<file path="src/antenna_supervisor_pkg.sv">
package antenna_supervisor_pkg;

  // ----------------------------------------
  // timing
  // ----------------------------------------
  localparam longint unsigned CLK_HZ       = 64'd100_000_000;
  localparam longint unsigned RETRY_TIME_S = 64'd60;
  localparam longint unsigned RETRY_CYCLES = RETRY_TIME_S * CLK_HZ;
  localparam int              TIMER_W      = 36;

  // ----------------------------------------
  // register map, byte addresses
  // ----------------------------------------
  localparam logic [7:0] ADDR_CONFIG = 8'h00;
  localparam logic [7:0] ADDR_STATUS = 8'h04;
  localparam logic [7:0] ADDR_NOTICE = 8'h08;

  // config field positions
  localparam int CFG_SUPPLY   = 0;
  localparam int CFG_SHORT    = 1;
  localparam int CFG_SHORTPOL = 2;
  localparam int CFG_PWRDOWN  = 3;
  localparam int CFG_RETRY    = 4;
  localparam int CFG_OPEN     = 5;
  localparam int CFG_OPENPOL  = 6;
  localparam int CFG_W        = 7;
  localparam logic [CFG_W-1:0] CFG_RESET = 7'h01;

  // feature tag bit positions in a feature notice
  localparam int VOLTAGE_FEATURE_TAG    = 0;
  localparam int SHORT_FEATURE_TAG      = 1;
  localparam int OPEN_FEATURE_TAG       = 2;
  localparam int POWER_DOWN_FEATURE_TAG = 3;
  localparam int RETRY_FEATURE_TAG      = 4;

  // ----------------------------------------
  // codes
  // ----------------------------------------
  typedef enum logic [7:0] {
    ST_INIT    = 8'h00,
    ST_UNKNOWN = 8'h01,
    ST_OK      = 8'h02,
    ST_SHORT   = 8'h03,
    ST_OPEN    = 8'h04
  } state_code_t;

  typedef enum logic [7:0] {
    PWR_OFF     = 8'h00,
    PWR_ON      = 8'h01,
    PWR_UNKNOWN = 8'h02
  } power_code_t;

  typedef enum logic [1:0] {
    SEQ_IDLE = 2'b00,
    SEQ_FEAT = 2'b01,
    SEQ_INIT = 2'b10,
    SEQ_RUN  = 2'b11
  } seq_t;

  localparam logic NOTICE_FEATURE = 1'b0;
  localparam logic NOTICE_STATE   = 1'b1;

  typedef struct packed {
    logic       kind;
    logic [7:0] data;
  } notice_t;

  typedef struct packed {
    logic [31:0] prdata;
    logic        pready;
    logic        pslverr;
  } apb_rsp_t;

endpackage

</file>
<file path="src/antenna_supply_supervisor.sv">
// Chosen here: the address map and the APB register port.
`timescale 1ns/1ps
// Notes on behaviour
// - supply control enable reads 1 after reset
// - state published in report always, in notices only while supply control enabled
// - short sense evaluated only while short detect enabled
// - short sense active level set by short polarity bit
// - short with power down enabled drops amplifier enable while supply control enabled
// - short stays reported until reset, detect disable, or retry clears it
// - auto-retry restores supply after 60 s and keeps it if no short
// - auto-retry only while retry enable is 1
// - open sense evaluated only while open detect enabled
// - open sense active level can be inverted
// - state codes: 00 init, 01 unknown, 02 ok, 03 short, 04 open
// - power codes: 00 off, 01 on, 02 unknown when supply control off
// - power off when processing stopped or short with power down
// - power on while processing runs, unless short with power down
// - short outranks open
// - supply control on, processing on and no fault gives ok with power on
// - open means low current, short means excess current, per sense lines
// - start: feature notice, then init notice, then current state notice
// - state notice on each change, naming ok, short or open
module antenna_supply_supervisor #(
  parameter logic [35:0] RetryCycles = 36'(antenna_supervisor_pkg::RETRY_CYCLES)
) (
  input  wire logic        clk,
  input  wire logic        rst,
  input  wire logic        ce,
  input  wire logic        psel,
  input  wire logic        penable,
  input  wire logic        pwrite,
  input  wire logic [7:0]  paddr,
  input  wire logic [31:0] pwdata,
  output logic [31:0]      prdata,
  output logic             pready,
  output logic             pslverr,
  input  wire logic        shortSense,
  input  wire logic        openSense,
  input  wire logic        processingOn,
  output logic             amplifierEnableOut,
  output logic             antennaOff,
  output logic             noticeValid,
  output logic             noticeKind,
  output logic [7:0]       noticeData
);

  // ----------------------------------------
  // configuration
  // ----------------------------------------
  logic [antenna_supervisor_pkg::CFG_W-1:0] config_r;
  logic supplyEn;
  logic shortEn;
  logic pwrDownEn;
  logic retryEn;
  logic openEn;

  assign supplyEn  = config_r[antenna_supervisor_pkg::CFG_SUPPLY];
  assign shortEn   = config_r[antenna_supervisor_pkg::CFG_SHORT];
  assign pwrDownEn = config_r[antenna_supervisor_pkg::CFG_PWRDOWN];
  assign retryEn   = config_r[antenna_supervisor_pkg::CFG_RETRY];
  assign openEn    = config_r[antenna_supervisor_pkg::CFG_OPEN];

  // ----------------------------------------
  // sense inputs
  // ----------------------------------------
  logic shortFault;
  logic openFault;

  sense_qualifier u_short (
    .clk      (clk),
    .rst      (rst),
    .ce       (ce),
    .enable   (shortEn),
    .polarity (config_r[antenna_supervisor_pkg::CFG_SHORTPOL]),
    .raw      (shortSense),
    .fault    (shortFault)
  );

  sense_qualifier u_open (
    .clk      (clk),
    .rst      (rst),
    .ce       (ce),
    .enable   (openEn),
    .polarity (config_r[antenna_supervisor_pkg::CFG_OPENPOL]),
    .raw      (openSense),
    .fault    (openFault)
  );

  // ----------------------------------------
  // short latch and auto-retry
  // ----------------------------------------
  logic shortLatched_r;
  logic retryExpire;

  retry_timer #(
    .W      (36),
    .CYCLES (RetryCycles)
  ) u_retry (
    .clk    (clk),
    .rst    (rst),
    .ce     (ce),
    .run    (shortLatched_r & retryEn),
    .expire (retryExpire)
  );

  // expiry drops the latch unless a short is sensed that cycle, so supply comes back;
  // a short sensed once supply returns relatches it and the timeout starts over
  always_ff @(posedge clk) begin
    if (rst) begin
      shortLatched_r <= 1'b0;
    end else if (ce) begin
      if (shortFault) begin
        shortLatched_r <= 1'b1;
      end else if (!shortEn || retryExpire) begin
        shortLatched_r <= 1'b0;
      end
    end
  end

  // ----------------------------------------
  // supply switching
  // ----------------------------------------
  logic supplyOff;
  assign supplyOff = supplyEn & ((shortLatched_r & pwrDownEn) | ~processingOn);

  always_ff @(posedge clk) begin
    if (rst) begin
      antennaOff         <= 1'b0;
      amplifierEnableOut <= 1'b1;
    end else if (ce) begin
      antennaOff         <= supplyOff;
      amplifierEnableOut <= ~supplyOff;
    end
  end

  // ----------------------------------------
  // state and power codes
  // ----------------------------------------
  antenna_supervisor_pkg::seq_t        seq_r;
  antenna_supervisor_pkg::seq_t        seq_nxt;
  antenna_supervisor_pkg::state_code_t liveCode;
  antenna_supervisor_pkg::state_code_t stateCode;
  antenna_supervisor_pkg::power_code_t powerCode;

  always_comb begin
    if (shortLatched_r) begin
      liveCode = antenna_supervisor_pkg::ST_SHORT;
    end else if (openFault) begin
      liveCode = antenna_supervisor_pkg::ST_OPEN;
    end else if (supplyEn) begin
      liveCode = antenna_supervisor_pkg::ST_OK;
    end else begin
      liveCode = antenna_supervisor_pkg::ST_UNKNOWN;
    end
  end

  always_comb begin
    if (supplyEn && seq_r != antenna_supervisor_pkg::SEQ_RUN) begin
      stateCode = antenna_supervisor_pkg::ST_INIT;
    end else begin
      stateCode = liveCode;
    end
  end

  always_comb begin
    if (!supplyEn) begin
      powerCode = antenna_supervisor_pkg::PWR_UNKNOWN;
    end else if (supplyOff) begin
      powerCode = antenna_supervisor_pkg::PWR_OFF;
    end else begin
      powerCode = antenna_supervisor_pkg::PWR_ON;
    end
  end

  logic [7:0] stateCode_r;
  logic [7:0] powerCode_r;

  always_ff @(posedge clk) begin
    if (rst) begin
      stateCode_r <= antenna_supervisor_pkg::ST_INIT;
      powerCode_r <= antenna_supervisor_pkg::PWR_ON;
    end else if (ce) begin
      stateCode_r <= stateCode;
      powerCode_r <= powerCode;
    end
  end

  // ----------------------------------------
  // notice sequencing
  // ----------------------------------------
  logic [7:0] lastCode_r;
  logic [7:0] features;

  always_comb begin
    features = 8'h00;
    features[antenna_supervisor_pkg::VOLTAGE_FEATURE_TAG]    = supplyEn;
    features[antenna_supervisor_pkg::SHORT_FEATURE_TAG]      = shortEn;
    features[antenna_supervisor_pkg::OPEN_FEATURE_TAG]       = openEn;
    features[antenna_supervisor_pkg::POWER_DOWN_FEATURE_TAG] = pwrDownEn;
    features[antenna_supervisor_pkg::RETRY_FEATURE_TAG]      = retryEn;
  end

  always_comb begin
    case (seq_r)
      antenna_supervisor_pkg::SEQ_IDLE: seq_nxt = antenna_supervisor_pkg::SEQ_FEAT;
      antenna_supervisor_pkg::SEQ_FEAT: seq_nxt = antenna_supervisor_pkg::SEQ_INIT;
      antenna_supervisor_pkg::SEQ_INIT: seq_nxt = antenna_supervisor_pkg::SEQ_RUN;
      default:                          seq_nxt = antenna_supervisor_pkg::SEQ_RUN;
    endcase
    if (!supplyEn) begin
      seq_nxt = antenna_supervisor_pkg::SEQ_IDLE;
    end
  end

  always_ff @(posedge clk) begin
    if (rst) begin
      seq_r <= antenna_supervisor_pkg::SEQ_IDLE;
    end else if (ce) begin
      seq_r <= seq_nxt;
    end
  end

  // notices stay silent while supply control is off
  always_ff @(posedge clk) begin
    if (rst) begin
      noticeValid <= 1'b0;
      noticeKind  <= antenna_supervisor_pkg::NOTICE_FEATURE;
      noticeData  <= 8'h00;
      lastCode_r  <= antenna_supervisor_pkg::ST_INIT;
    end else if (ce) begin
      noticeValid <= 1'b0;
      if (supplyEn) begin
        case (seq_r)
          antenna_supervisor_pkg::SEQ_FEAT: begin
            noticeValid <= 1'b1;
            noticeKind  <= antenna_supervisor_pkg::NOTICE_FEATURE;
            noticeData  <= features;
          end
          antenna_supervisor_pkg::SEQ_INIT: begin
            noticeValid <= 1'b1;
            noticeKind  <= antenna_supervisor_pkg::NOTICE_STATE;
            noticeData  <= antenna_supervisor_pkg::ST_INIT;
            lastCode_r  <= antenna_supervisor_pkg::ST_INIT;
          end
          antenna_supervisor_pkg::SEQ_RUN: begin
            if (liveCode != lastCode_r) begin
              noticeValid <= 1'b1;
              noticeKind  <= antenna_supervisor_pkg::NOTICE_STATE;
              noticeData  <= liveCode;
              lastCode_r  <= liveCode;
            end
          end
          default: begin
          end
        endcase
      end
    end
  end

  // ----------------------------------------
  // apb slave, no wait states
  // ----------------------------------------
  logic       setup;
  logic       access;
  logic       mapped;
  logic [8:0] lastNotice_r;

  assign setup  = psel & ~penable;
  assign access = psel & penable & pready;
  assign mapped = (paddr == antenna_supervisor_pkg::ADDR_CONFIG)
                | (paddr == antenna_supervisor_pkg::ADDR_STATUS)
                | (paddr == antenna_supervisor_pkg::ADDR_NOTICE);

  always_ff @(posedge clk) begin
    if (rst) begin
      lastNotice_r <= 9'h000;
    end else if (ce && noticeValid) begin
      lastNotice_r <= {noticeKind, noticeData};
    end
  end

  // read data is loaded in setup so that pready and prdata leave flops
  always_ff @(posedge clk) begin
    if (rst) begin
      prdata  <= 32'h0000_0000;
      pready  <= 1'b0;
      pslverr <= 1'b0;
    end else if (ce) begin
      pready  <= setup;
      pslverr <= setup & ~mapped;
      if (setup && !pwrite) begin
        if (paddr == antenna_supervisor_pkg::ADDR_CONFIG) begin
          prdata <= {25'h000_0000, config_r};
        end else if (paddr == antenna_supervisor_pkg::ADDR_STATUS) begin
          prdata <= {16'h0000, powerCode_r, stateCode_r};
        end else if (paddr == antenna_supervisor_pkg::ADDR_NOTICE) begin
          prdata <= {23'h00_0000, lastNotice_r};
        end else begin
          prdata <= 32'h0000_0000;
        end
      end
    end
  end

  always_ff @(posedge clk) begin
    if (rst) begin
      config_r <= antenna_supervisor_pkg::CFG_RESET;
    end else if (ce && access && pwrite
                 && paddr == antenna_supervisor_pkg::ADDR_CONFIG) begin
      config_r <= pwdata[antenna_supervisor_pkg::CFG_W-1:0];
    end
  end

  // ----------------------------------------
  // assertions
  // ----------------------------------------
  a_short_reported: assert property (@(posedge clk) disable iff (rst)
    ce && shortLatched_r
    && (!supplyEn || seq_r == antenna_supervisor_pkg::SEQ_RUN)
    |=> stateCode_r == antenna_supervisor_pkg::ST_SHORT)
    else $error("latched short not reported as short");

  a_power_down_drop: assert property (@(posedge clk) disable iff (rst)
    ce && supplyEn && pwrDownEn && shortLatched_r |=> !amplifierEnableOut)
    else $error("amplifier still enabled during short");

  a_off_pairs_enable: assert property (@(posedge clk) disable iff (rst)
    antennaOff == !amplifierEnableOut)
    else $error("supply off and amplifier enable disagree");

  a_short_needs_enable: assert property (@(posedge clk) disable iff (rst)
    ce && !shortEn |=> !shortFault)
    else $error("short sensed with detection off");

  a_latch_held: assert property (@(posedge clk) disable iff (rst)
    ce && shortLatched_r && shortEn && !retryExpire |=> shortLatched_r)
    else $error("short latch dropped without cause");

  a_power_unknown: assert property (@(posedge clk) disable iff (rst)
    ce && !supplyEn |=> powerCode_r == antenna_supervisor_pkg::PWR_UNKNOWN)
    else $error("power code not unknown with supply control off");

  a_notice_order: assert property (@(posedge clk) disable iff (rst)
    ce && supplyEn && seq_r == antenna_supervisor_pkg::SEQ_FEAT
    ##1 ce && supplyEn
    |=> noticeValid && noticeKind == antenna_supervisor_pkg::NOTICE_STATE
        && noticeData == antenna_supervisor_pkg::ST_INIT)
    else $error("init notice does not follow feature notice");

  a_notice_silent: assert property (@(posedge clk) disable iff (rst)
    ce && !supplyEn |=> !noticeValid)
    else $error("notice emitted with supply control off");

  a_no_retry_off: assert property (@(posedge clk) disable iff (rst)
    ce && !retryEn |=> !retryExpire)
    else $error("retry expired while retry disabled");

  a_ok_power_on: assert property (@(posedge clk) disable iff (rst)
    ce && supplyEn && processingOn && !shortLatched_r && !openFault
    && seq_r == antenna_supervisor_pkg::SEQ_RUN
    |=> stateCode_r == antenna_supervisor_pkg::ST_OK
        && powerCode_r == antenna_supervisor_pkg::PWR_ON)
    else $error("no fault but not ok and on");

endmodule

</file>
<file path="src/sense_qualifier.sv">
`timescale 1ns/1ps
module sense_qualifier (
  input  wire logic clk,
  input  wire logic rst,
  input  wire logic ce,
  input  wire logic enable,
  input  wire logic polarity,
  input  wire logic raw,
  output logic      fault
);
  // polarity high: sense line active high; masked while detection is off
  always_ff @(posedge clk) begin
    if (rst) begin
      fault <= 1'b0;
    end else if (ce) begin
      fault <= enable & (raw ~^ polarity);
    end
  end
endmodule

</file>
<file path="src/retry_timer.sv">
`timescale 1ns/1ps
module retry_timer #(
  parameter int                      W      = antenna_supervisor_pkg::TIMER_W,
  parameter logic [W-1:0]            CYCLES = W'(antenna_supervisor_pkg::RETRY_CYCLES)
) (
  input  wire logic clk,
  input  wire logic rst,
  input  wire logic ce,
  input  wire logic run,
  output logic      expire
);
  logic [W-1:0] count_r;

  // dropping run zeroes the count, so each new run starts a fresh timeout
  always_ff @(posedge clk) begin
    if (rst) begin
      count_r <= '0;
      expire  <= 1'b0;
    end else if (ce) begin
      expire <= 1'b0;
      if (!run) begin
        count_r <= '0;
      end else if (count_r == CYCLES - W'(1)) begin
        count_r <= '0;
        expire  <= 1'b1;
      end else begin
        count_r <= count_r + W'(1);
      end
    end
  end
endmodule

</file>
<file path="config.mk">
export PLATFORM = sky130hd
export DESIGN_NAME = antenna_supply_supervisor
export DESIGN_NICKNAME = d
export VERILOG_FILES = /design/src/antenna_supervisor_pkg.sv /design/src/antenna_supply_supervisor.sv /design/src/sense_qualifier.sv /design/src/retry_timer.sv
export SDC_FILE = /design/constraint.sdc
export NUM_CORES = 1
export LEC_CHECK = 0
export BUFFER_PORTS_ARGS = -buffer_cell sky130_fd_sc_hd__clkbuf_2
export CAP_MARGIN = 20
export CELL_PAD_IN_SITES_DETAIL_PLACEMENT = 1
export CELL_PAD_IN_SITES_GLOBAL_PLACEMENT = 1
export CORE_MARGIN = 5
export CORE_UTILIZATION = 43
export DETAILED_ROUTE_END_ITERATION = 16
export PLACE_DENSITY = 0.83
export REMOVE_ABC_BUFFERS = 1
export SYNTH_ARGS = -nofsm -noshare
export SYNTH_HDL_FRONTEND = slang
export SYNTH_HIERARCHICAL = 1
export SYNTH_SLANG_ARGS = --single-unit
</file>
<file path="constraint.sdc">
create_clock -name clk -period 3.4 [get_ports clk]
set_input_delay 0.17 -clock clk [delete_from_list [all_inputs] [get_ports clk]]
set_output_delay 0.17 -clock clk [all_outputs]
set_load 0.01 [all_outputs]
</file>
# --- Word-level counts from Yosys, hierarchy flattened ---
# Index checks and enable logic that the tools add are counted.
word_totals:
  regBits: 128
  latch_bits: 0
  mem_bits_rw: 0
  rom_bits: 0
  in_bits: 49
  word_cells: 91
  memories: 0
op_classes:
  n_addsub: 1
  multipliers: 0
  div: 0
  n_lt_le_gt_ge: 0
  n_eq_ne: 9
  n_shift: 0
  muxes: 25
  n_bitwise: 18
  reduce_logical: 19
op_table:
  columns: ["op", "n"]
  rows:
  - ["36-bit 2-to-1 mux", 2]
  - ["36-bit by 1-bit adder with 36-bit output, second input constant", 1]
  - ["36-bit by 33-bit equality test with 1-bit output, second input constant", 1]
  - ["16-bit 2-to-1 mux", 2]
  - ["8-bit one-hot mux with 3 select lines", 1]
  - ["8-bit 2-to-1 mux", 2]
  - ["8-bit one-hot mux with 2 select lines", 1]
  - ["1-bit bitwise AND", 9]
  - ["9-bit 2-to-1 mux", 1]
  - ["8-bit by 3-bit equality test with 1-bit output, second input constant", 1]
  - ["8-bit by 4-bit equality test with 1-bit output, second input constant", 1]
  - ["8-bit logical NOT", 1]
  - ["1-bit 2-to-1 mux", 8]
  - ["8-bit != test", 1]
  - ["4-bit AND reduction", 2]
  - ["1-bit logical AND", 6]
  - ["2-bit 2-to-1 mux", 3]
  - ["3-bit 2-to-1 mux", 2]
  - ["2-bit equality test, second input constant", 2]
  - ["2-bit != test, second input constant", 2]
  - ["1-bit inverter", 4]
  - ["2-bit one-hot mux with 2 select lines", 1]
  - ["2-bit AND reduction", 2]
  - ["2-bit nonzero test", 2]
  - ["other kinds (10)", 14]

# --- Depth between registers and ports, before layout ---
# Gate-level depths: netlist of the first run.
logic_depth:
  word_depth: 7
  depth_mapped: 8
  depth_no_buf: 7

# --- Hierarchy ---
# The synthesis of the first run kept the hierarchy.
modules_own_cells:
  columns: ["mod", "n_inst", "cells_each", "area_per_inst_um2"]
  rows:
  - ["antenna_supply_supervisor", 1, 264, 2240.9]
  - ["retry_timer", 1, 229, 1908.1]
  - ["sense_qualifier", 2, 5, 56.3]

# --- Least setup slack after synthesis of the first run ---
# No wires, ideal clock.
synth_timing:
  kind: "register -> register"
  start: "reg u_retry.count_r[0]"
  end: "reg u_retry.count_r[34]"
  setup_time_ns: 0.114
  t_arrival_ns: 1.703
  t_required_ns: 3.286
  path_slack_ns: 1.583
  path_stages_with_launch: 9
  path_buffers: 1
  synth_period_minus_slack_ns: 1.817
  path_cell_list: "dfxtp_1 ha_1 and3_1 nand3_2 nor3_4 or2_1 buf_4 o22ai_1 a21o_1"
synth_between:
  elab_chain_len: 3
  elab_cells_between_ends: 4
  classes_between: "add/sub (1); eq/ne (1); mux (2)"
synth_rtl:
  columns: ["item", "line_no", "source"]
  rows:
  - ["from (decl)", "retry_timer.sv:12", "logic [W-1:0] count_r;"]
  - ["from (signal assigned)", "retry_timer.sv:27", "count_r <= count_r + W'(1);"]
  - ["36-bit by 1-bit adder with 36-bit output / 36-bit by 33-bit equality test with 1-bit output (equally long branches)", "retry_timer.sv:27, retry_timer.sv:23", null]
  - ["36-bit 2-to-1 mux (*)", "retry_timer.sv:23", "end else if (count_r == CYCLES - W'(1)) begin"]
  - ["36-bit 2-to-1 mux (*)", "retry_timer.sv:21", "if (!run) begin"]
# Every way passes the cells marked *; elsewhere a longest branch is shown, timed or not.
# A chain may end at the register's enable or synchronous reset.

# --- Final worst setup path of the first run ---
layout_timing:
  start: "reg shortLatched_r"
  end: "reg u_retry.count_r[33]"
layout_between:
  elab_chain_len: 2
layout_rtl:
  columns: ["item", "line_no", "source"]
  rows:
  - ["from (decl)", "antenna_supply_supervisor.sv:92", "logic shortLatched_r;"]
  - ["from (signal assigned)", "antenna_supply_supervisor.sv:110", "shortLatched_r <= 1'b0;"]
  - ["from (signal assigned)", "antenna_supply_supervisor.sv:113", "shortLatched_r <= 1'b1;"]
  - ["from (signal assigned)", "antenna_supply_supervisor.sv:115", "shortLatched_r <= 1'b0;"]
  - ["1-bit bitwise AND", "antenna_supply_supervisor.sv:102", ".run (shortLatched_r & retryEn),"]
  - ["36-bit 2-to-1 mux", "retry_timer.sv:21", null]
# Every way passes these cells.

==> flow_metrics.env, run 1 <==
export IMPL_status="finished, final reports clean"
export IMPL_critPathArrivalTime_ns=2.59
export IMPL_cts_sinks=83
export IMPL_layout_nets=591
export IMPL_syn_area_um2=4262
export IMPL_synth_ff_type="dfxtp_1"
export IMPL_cp_end_kind="flop"
export IMPL_initial_utilization=0.4380
export IMPL_relSlewSlack=0.4017
export IMPL_antenna_left=0
export IMPL_antenna_found_initial=0
export IMPL_reg2reg_from="shortLatched_r"
export IMPL_combPwrFrac=0.071
export IMPL_coreArea_um2=9729
export IMPL_cts_resized=0
export IMPL_seqPwrFrac=0.526
export IMPL_clk_latency_ns=0.37
export IMPL_floorplan_die_width_um=109.6
export IMPL_regArea_um2=1662
export IMPL_grt_util_all_layers=0.1931
export IMPL_ios=95
export IMPL_yosysSeqAreaShare=0.3899
export IMPL_cts_buffers=9
export IMPL_worstPathCellList="and2_1, nand2b_1, or2_1, nor2_1, nand2_1, o21ai_0"
export IMPL_path_clk_slew_ns=0.10
export IMPL_internal_power_mw=1.377
export IMPL_p_switching_mw=0.5047
export IMPL_crit_path_start="shortLatched_r"
export IMPL_p_clk_frac=0.403
export IMPL_totalPowerFinal_mw=1.882
export IMPL_antennaDiodeCount=0
export IMPL_grt_overflow=0
export IMPL_htreeDepth=3
export IMPL_gp_congestion=0.8383
export IMPL_ctsRootBufferMaster="clkbuf_8"
export IMPL_drt_first_pass_iters=4
export IMPL_rows=36
export IMPL_multi_input_area_um2=2337
export IMPL_synth_edff_count=0
export IMPL_fin_tns_setup_ns=0
export IMPL_clock_skew_final_ns=0.009196
export IMPL_clockBufferDepth=2
export IMPL_hp_class="in2reg"
export IMPL_synth_cell_type_count=68
export IMPL_ys_warn_count=6
export IMPL_area_growth_pct=9.454
export IMPL_synthArstFlopShare=0
export IMPL_setup_violations=0
export IMPL_hp_start="pwdata[6]"
export IMPL_grt_max_degree=57
export IMPL_tightest_slew_ns=0.8941
export IMPL_yosys_top_cells_count="83 x dfxtp_1, 49 x nor2_1, 45 x nand2_1"
export IMPL_slowest_delay_ns=0.71
export IMPL_slew_violations=0
export IMPL_power_density_nw_per_um2=403.4
export IMPL_viasPerCell=5.581
export IMPL_grt_pass1_vias=3858
export IMPL_syn_avg_cell_area_um2=8.472
export IMPL_whs_ns=0.03690
export IMPL_p_leak_nw=1.768
export IMPL_critPathKind="reg2reg"
export IMPL_hold_violations=0
export IMPL_layout_drive_gt1_share=0.1624
export IMPL_port_buffers=43
export IMPL_wl_per_cell_um=16.67
export IMPL_final_cells=675
export IMPL_ys_ff_latch=83
export IMPL_dp_hpwl_mm=7.986
export IMPL_slowest_stage="nor2_1"
export IMPL_min_period_over_period=0.6762
export IMPL_drc=0
export IMPL_die_h_um=109.6
export IMPL_critPathRequiredTime_ns=3.69
export IMPL_yosys_top_cells_area="dfxtp_1 39%, a21oi_1 5.2%, buf_4 5.1%"
export IMPL_final_util=0.4794
export IMPL_clock_fmax_mhz=434.9
export IMPL_cts_tree="yes"
export IMPL_placed_cells=658
export IMPL_drtIter0Drc=198
export IMPL_synth_most_common_cell="dfxtp_1"
export IMPL_maxCapViolCount=0
export IMPL_holdBufCountCts=0
export IMPL_switching_share=0.2682
export IMPL_route_vias_total=3767
export IMPL_critPathMaxFanout=13
export IMPL_period_needed_ns=2.299
export IMPL_vdd_drop_max_mv=0.2391
export IMPL_yosysTopAreaCellShare=0.3899
export IMPL_die_area_um2=12000
export IMPL_postCtsSetupRepairBufs=0
export IMPL_rsz0062_at_grt="false"
export IMPL_synth_top_area_cell="dfxtp_1"
export IMPL_finalWirelength_mm=11.25
export IMPL_synthCells=503
export IMPL_grt_pass1_wl_mm=18.66
export IMPL_startpoint_type="flop"
export IMPL_fill_cells=1226
==> per-layer routing <==
metal,vias to the layer above,track usage,part of all wire
li1,1814,-,-
met1,1852,0.2428,0.44
met2,90,0.3361,0.50
met3,11,0.03288,0.053
met4,0,0.06055,0.011
met5,-,0,0
==> power by group through the flow <==
stage	Sequential, mW	Combinational (mW)	Clock [mW]
global placement	1.01	0.125	0
CTS	0.990	0.131	0.773
detailed placement	1.01	0.130	0
global route	0.992	0.146	0.822
floorplan	1.01	0.0678	0
finish	0.990	0.133	0.759
==> worst max-delay path: cells and delay by family (launching register included) <==
| kind | cells | cell delay (ns) |
|---|---|---|
| simple gates | 5 | 1.47 |
| flops | 1 | 0.55 |
| compound gates | 1 | 0.20 |
==> cell families (layout without fill, tap and decap cells) <==
family / count (synthesis) / after routing / synth area share
AO/OA/AOI/OAI: 99 / 99 / 0.1550
AND/OR/NAND/NOR: 218 / 218 / 0.2813
buffers and inverters: 63 / 77 / 0.08367
adder cells (fa/ha/maj): 5 / 5 / 0.01468
XOR/XNOR: 20 / 20 / 0.04110
multiplexers: 14 / 14 / 0.03347
other: 1 / 26 / 0.0008800
flip-flops: 83 / 83 / 0.3899
==> cells in the final DEF (no fill, tap or decap), drive strengths merged, types with 2 or more instances in the layout <==
cell type / netlist / layout
nor4b: 5 / 5
o31ai: 2 / 2
nor3b: 3 / 3
a21oi: 44 / 44
dfxtp: 83 / 83
xor2: 15 / 15
a211oi: 2 / 2
inv: 15 / 19
nand4: 15 / 15
nand4b: 3 / 3
nor2: 50 / 50
nand3: 34 / 34
nor3: 12 / 12
a31oi: 2 / 2
xnor2: 5 / 5
or3: 6 / 6
a22oi: 8 / 8
ha: 5 / 5
mux2i: 12 / 12
o21bai: 3 / 3
nand2: 45 / 45
conb: 1 / 26
clkinv: 0 / 2
and2: 3 / 3
clkbuf: 14 / 52
o21ai: 20 / 20
nor2b: 4 / 4
buf: 34 / 3
a21o: 4 / 4
o32ai: 3 / 3
or2: 4 / 4
and4: 4 / 4
and3: 13 / 13
nor4: 4 / 4
mux2: 2 / 2
nand3b: 7 / 7
==> metrics by stage <==
step	area, µm²	setup slack (ns)
global route	4664	0.9248
global placement	4452	1.204
finish	4664	1.101
detailed placement	4452	1.157
CTS	4657	1.115
floorplan	4055	1.552
==> layout make-up <==
| class | instances | share of cell area |
|---|---|---|
| Multi-Input combinational cell | 382 | 0.5011 |
| Sequential cell | 83 | 0.3562 |
| Timing Repair Buffer | 46 | 0.05097 |
| Tap cell | 133 | 0.03568 |
| Clock buffer | 9 | 0.02656 |
| Clock inverter | 7 | 0.01744 |
| Inverter | 15 | 0.01207 |
==> path summary, 6_finish.rpt <==
| kind | depth (start not counted) | slack [ns] | end |
|---|---|---|---|
| worst max register to register | 6 | 1.10 | u_retry/count_r[33] |
| worst min-delay path | 3 | 0.04 | config_r[6] |
| worst min register to register | 2 | 0.47 | lastNotice_r[0] |
| worst max-delay path | 6 | 1.10 | u_retry/count_r[33] |
==> sequential cells by signal, indices dropped and copies added, names as in the netlist <==
| register | count |
|---|---|
| noticeValid | 1 |
| u_open/fault | 1 |
| lastNotice_r | 6 |
| lastCode_r | 3 |
| pslverr | 1 |
| noticeKind | 1 |
| u_retry/expire | 1 |
| amplifierEnableOut | 1 |
| config_r | 7 |
| shortLatched_r | 1 |
| noticeData | 5 |
| seq_r | 2 |
| u_short/fault | 1 |
| antennaOff | 1 |
| powerCode_r | 2 |
| stateCode_r | 3 |
| prdata | 9 |
| pready | 1 |
| u_retry/count_r | 36 |
Note: power is estimated with default switching activity, not from simulation.
==> inputs of run 2 (changes only) <==
--- a/config.mk
+++ b/config.mk
@@ -10,9 +10,9 @@
 export CELL_PAD_IN_SITES_DETAIL_PLACEMENT = 1
 export CELL_PAD_IN_SITES_GLOBAL_PLACEMENT = 1
 export CORE_MARGIN = 5
-export CORE_UTILIZATION = 43
+export CORE_UTILIZATION = 36
 export DETAILED_ROUTE_END_ITERATION = 16
-export PLACE_DENSITY = 0.83
+export PLACE_DENSITY = 0.74
 export REMOVE_ABC_BUFFERS = 1
 export SYNTH_ARGS = -nofsm -noshare
 export SYNTH_HDL_FRONTEND = slang
==> constraint.sdc (replaced) <==
create_clock -name clk -period 2 [get_ports clk]
set_input_delay 0.1 -clock clk [delete_from_list [all_inputs] [get_ports clk]]
set_output_delay 0.1 -clock clk [all_outputs]
set_load 0.01 [all_outputs]
==> run 2 against run 1 <==
  * Combinational power rose by 86%
  * Power rose by 86%
  * Non-clock buffer count rose by 39
  * Hold slack got worse by 0.026 ns
  * Global-route usage fell by 2.6 points
  * Critical path depth rose by 2
  * Clock skew barely moved
==> flow_metrics.env, run 2 (synthesis gave the netlist of run 1 again) <==
export IMPL_clock_fmax_mhz=527.2
export IMPL_largest_register_ffs=36
export IMPL_cts_tree="yes"
export IMPL_initial_utilization=0.3701
export IMPL_hp_class="in2reg"
export IMPL_grt_max_degree=57
export IMPL_fin_tns_setup_ns=0
export IMPL_post_place_ws_ns=-0.1314
export IMPL_antenna_found_initial=0
export IMPL_cts_buffers=9
export IMPL_rows=39
export IMPL_port_buffers=43
export IMPL_wl_per_cell_um=16.25
export IMPL_period_needed_ns=1.897
export IMPL_path_clk_slew_ns=0.07
export IMPL_hold_violations=0
export IMPL_drc=0
export IMPL_layout_drive_gt1_share=0.2238
export IMPL_coreArea_um2=11520
export IMPL_tightest_slew_ns=0.6062
export IMPL_vdd_drop_max_mv=0.6084
export IMPL_die_h_um=118.8
export IMPL_timing_final_ws_setup_ns=0.1032
export IMPL_drt_first_pass_iters=4
export IMPL_layout_nets=630
export IMPL_clock_skew_final_ns=0.008760
export IMPL_antennaDiodeCount=0
export IMPL_whs_ns=0.01122
export IMPL_critPathKind="reg2reg"
export IMPL_ios=95
export IMPL_slowest_stage="dfxtp_1"
export IMPL_htreeDepth=3
export IMPL_area_growth_pct=20.46
export IMPL_slew_violations=0
export IMPL_worst_path_buf_inv=2
export IMPL_ctsRootBufferMaster="clkbuf_16"
export IMPL_cp_end_kind="flop"
export IMPL_top_register="u_retry/count_r"
export IMPL_critPathTopFamily="simple AND/OR/NAND/NOR gates"
export IMPL_cts_sinks=83
export IMPL_grt_pass1_vias=3881
export IMPL_place_area_um2=4752
export IMPL_slowest_delay_ns=0.43
export IMPL_die_area_um2=14110
export IMPL_crit_path_frequent_cell="buf_4"
export IMPL_grt_util_all_layers=0.1674
export IMPL_top_regs="u_retry/count_r x36, prdata x9, config_r x7"
export IMPL_viasPerCell=5.247
export IMPL_critPathArrivalTime_ns=2.13
export IMPL_power_density_nw_per_um2=682.2
export IMPL_final_common_cell="dfxtp_1"
export IMPL_design_area_um2=5134
export IMPL_p_leak_nw=2.028
export IMPL_maxCapViolCount=0
export IMPL_critPathRequiredTime_ns=2.23
export IMPL_status="finished, final reports clean"
export IMPL_final_util=0.4458
export IMPL_min_period_over_period=0.9484
export IMPL_relSlewSlack=0.5944
export IMPL_route_vias_total=3799
export IMPL_clockBufferDepth=2
export IMPL_final_cell_mix="81 x dfxtp_1, 49 x nor2_1, 45 x nand2_1, 44 x a21oi_1, 43 x clkbuf_2"
export IMPL_critPathMaxFanout=6
export IMPL_startpoint_type="flop"
export IMPL_grt_overflow=0
export IMPL_grt_pass1_wl_mm=19.41
export IMPL_finalWirelength_mm=11.77
export IMPL_antenna_left=0
export IMPL_floorplan_die_width_um=118.8
export IMPL_dp_hpwl_mm=8.614
export IMPL_clk_latency_ns=0.35
export IMPL_drtIter0Drc=200
export IMPL_rrSetupSlack_ns=0.10
export IMPL_setup_violations=0
export IMPL_gp_congestion=0.8079
export IMPL_worstPathCellList="and3_1, nand4_1, buf_4, nor3_2, buf_4, nand2_1, a21oi_1, mux2i_1"
[run 2: changes by cell type in the layout (fill, tap and decap cells not counted), moves of 3 or more]
cell	change
clkbuf_8	-9
clkinv_4	+3
clkbuf_16	+9
buf_4	+33
dlygate4sd3_1	+3
[run 2: worst min-delay path, cell delays in order]
cell	delay [ns]
clkbuf_2	0.08
mux2i_1	0.06
nor2_1	0.09
[run 2: area by class of cell]
type	count	area [µm²]
clock buffers	10	229.0
clock inverters	6	51.30
fillers	1406	6382
inverters	15	56.30
multi-input cells	382	2387
flip-flops and latches	83	1664
well taps	143	178.9
repair buffers	85	566.8
[run 2: repair_timing]
item,in CTS,in global routing
gates resized for setup,2,11
hold buffers,3,0
buffers inserted,0,1
cloned,0,0
setup endpoints to repair,34,34
endpoints found under the hold margin,3,0
pin swaps,0,6
[run 2: metal layers]
| metal | vias up | GRT usage | share of wire | wire length, µm |
|---|---|---|---|---|
| li1 | 1889 | - | - | - |
| met1 | 1823 | 0.2171 | 0.47 | 5589 |
| met2 | 79 | 0.2764 | 0.47 | 5493 |
| met3 | 8 | 0.04919 | 0.049 | 578 |
| met4 | 0 | 0.03693 | 0.0091 | 107 |
| met5 | - | 0 | 0 | 0 |
[run 2: power breakdown]
| group | total, mW | switching [mW] | internal, mW |
|---|---|---|---|
| clock network | 1.57 | 0.715 | 0.854 |
| registers | 1.69 | 0.0169 | 1.67 |
| logic | 0.247 | 0.155 | 0.0914 |
[run 2: path summary, 6_finish.rpt]
| check | end | from | depth (start not counted) |
|---|---|---|---|
| setup / recovery | u_retry/count_r[31] | u_retry/count_r[18] | 8 |
| hold / removal | config_r[5] | pwdata[5] | 3 |
| setup reg to reg | u_retry/count_r[31] | u_retry/count_r[18] | 8 |
| hold reg to reg | lastNotice_r[4] | lastNotice_r[4] | 2 |
[run 2: per-stage QoR]
step	std cells	power [mW]
after floorplan	480	1.839
after global placement	703	1.955
after detailed placement	703	1.961
after CTS	722	3.549
after global routing	724	3.656
final	724	3.502
==> inputs of run 3 (changes only) <==
--- a/config.mk
+++ b/config.mk
@@ -9,6 +9,7 @@
 export CAP_MARGIN = 20
 export CELL_PAD_IN_SITES_DETAIL_PLACEMENT = 1
 export CELL_PAD_IN_SITES_GLOBAL_PLACEMENT = 1
+export CORE_ASPECT_RATIO = 0.7
 export CORE_MARGIN = 5
 export CORE_UTILIZATION = 36
 export DETAILED_ROUTE_END_ITERATION = 16
==> run 3 against run 2 <==
  * Critical path depth fell by 2
  * Core utilization grew 0.41 points
  * Clock skew hardly changed
  * Critical path type unchanged
  * Largest power group is now the clock network
==> flow_metrics.env, run 3 (synthesis gave the netlist of run 1 again) <==
export IMPL_relSlewSlack=0.6276
export IMPL_hp_start="pwdata[5]"
export IMPL_ios=95
export IMPL_fin_tns_setup_ns=0
export IMPL_period_needed_ns=1.902
export IMPL_maxCapViolCount=0
export IMPL_layout_nets=634
export IMPL_clock_skew_final_ns=0.008315
export IMPL_critPathRequiredTime_ns=2.27
export IMPL_grt_pass1_vias=4081
export IMPL_top_register="u_retry/count_r"
export IMPL_grt_util_all_layers=0.1835
export IMPL_r2r_cells=6
export IMPL_fill_cells=1431
export IMPL_startpoint_type="flop"
export IMPL_cp_end_kind="flop"
export IMPL_hp_class="in2reg"
export IMPL_hold_violations=0
export IMPL_reg2reg_from="u_retry/count_r[4]"
export IMPL_drc=0
export IMPL_cts_tree="yes"
export IMPL_wl_per_cell_um=17.09
export IMPL_min_path_cells=3
export IMPL_clk_latency_ns=0.34
export IMPL_cts_buffers=9
export IMPL_gp_congestion=0.8220
export IMPL_path_clk_slew_ns=0.06
export IMPL_setup_violations=0
export IMPL_area_growth_pct=22.93
export IMPL_viasPerCell=5.272
export IMPL_regArea_um2=1663
export IMPL_p_leak_nw=2.095
export IMPL_drtIter0Drc=189
export IMPL_critPathMaxFanout=6
export IMPL_coreArea_um2=11640
export IMPL_clockBufferDepth=2
export IMPL_rows=33
export IMPL_htreeDepth=3
export IMPL_ctsRootBufferMaster="clkbuf_16"
export IMPL_initial_utilization=0.3660
export IMPL_antenna_found_initial=0
export IMPL_critPathArrivalTime_ns=2.17
export IMPL_status="finished, final reports clean"
export IMPL_final_cell_mix="82 x dfxtp_1, 48 x nor2_1, 45 x nand2_1, 44 x a21oi_1, 43 x clkbuf_2"
export IMPL_layout_drive_gt1_share=0.2291
export IMPL_grt_pass1_wl_mm=20.84
export IMPL_die_area_um2=14150
export IMPL_largest_register_ffs=36
export IMPL_floorplan_die_width_um=140.0
export IMPL_port_buffers=43
export IMPL_min_period_over_period=0.9509
export IMPL_die_h_um=101.0
export IMPL_antennaDiodeCount=0
export IMPL_dp_hpwl_mm=9.592
export IMPL_tightest_slew_ns=0.5586
export IMPL_final_common_cell="dfxtp_1"
export IMPL_vdd_drop_max_mv=0.4187
export IMPL_rrSetupSlack_ns=0.1
export IMPL_finalWirelength_mm=12.68
export IMPL_grt_max_degree=39
export IMPL_antenna_left=0
export IMPL_route_vias_total=3912
export IMPL_power_density_nw_per_um2=692.4
export IMPL_whs_ns=0.002351
export IMPL_totalPowerFinal_mw=3.627
export IMPL_top_regs="u_retry/count_r x36, prdata x9, config_r x7"
export IMPL_multi_input_area_um2=2401
export IMPL_holdPathEnd="config_r[5]"
export IMPL_critPathKind="reg2reg"
export IMPL_slew_violations=0
export IMPL_cts_sinks=83
export IMPL_drt_first_pass_iters=4
export IMPL_grt_overflow=0
export IMPL_r2r_end="u_retry/count_r[35]"
export IMPL_clock_fmax_mhz=525.8
## run 3: cell types whose count changed in the layout (fill, tap and decap cells not counted), sizes merged
cell and change:
clkinvlp +2, inv +1, buf +4, bufinv +1
clkinv -3, clkbuf -1
## run 3: worst max path at each step
stage | startpoint | end | slack [ns] | cells after the start
after floorplan | u_retry/count_r[0] | u_retry/count_r[22] | 0.15 | 7
final | u_retry/count_r[4] | u_retry/count_r[35] | 0.1 | 6
after global placement | u_retry/count_r[28] | u_retry/count_r[34] | -0.03 | 8
after global routing | u_retry/count_r[4] | u_retry/count_r[35] | -0.01 | 6
after detailed placement | u_retry/count_r[28] | u_retry/count_r[34] | -0.08 | 8
after CTS | u_retry/count_r[1] | u_retry/count_r[25] | 0.01 | 9
## run 3: repair_timing
action | CTS | global route
setup endpoints to repair | 31 | 36
hold buffers | 3 | 0
hold endpoints to repair | 3 | 0
buffers inserted | 0 | 2
pin swaps | 0 | 4
gates resized for setup | 1 | 12
## run 3: layer usage
metal	vias to the layer above	share of wire	global-route usage
met1	1896	0.49	0.2514
met4	0	0.013	0.05361
met5	-	0	0
met3	16	0.054	0.04315
li1	1899	-	-
met2	101	0.44	0.2896
## run 3: where the power goes
part           leakage, nW  internal (mW)  switching, mW  total [mW]
Clock                0.138          0.974          0.713        1.69
Combinational         1.29         0.0929          0.163       0.256
Sequential           0.671           1.67         0.0156        1.68
## run 3: critical path, stage by stage (launching register included)
cell,delay (ns)
dfxtp_1,0.42
and4_4,0.30
nand3_2,0.20
nor4_4,0.38
nand3_1,0.15
or3_1,0.31
o21ai_0,0.07
## run 3: metrics by stage
step | std cells | util | cell area (µm²) | worst slack [ns]
6_report | 742 | 0.4499 | 5239 | 0.09818
5_1_grt | 742 | 0.4499 | 5239 | -0.01488
4_1_cts | 739 | 0.4426 | 5154 | 0.01394
3_5_place_dp | 720 | 0.4137 | 4817 | -0.08085
3_3_place_gp | 720 | 0.4137 | 4817 | -0.03251
2_1_floorplan | 480 | - | 4055 | 0.1524
## run 3: cell type report
class,count,area share
sequential,83,0.3174
multi-input combinational,382,0.4583
tap,157,0.03750
clock buffer,9,0.04299
inverter,15,0.01075
clock inverter,7,0.01433
timing repair buffer,89,0.1187
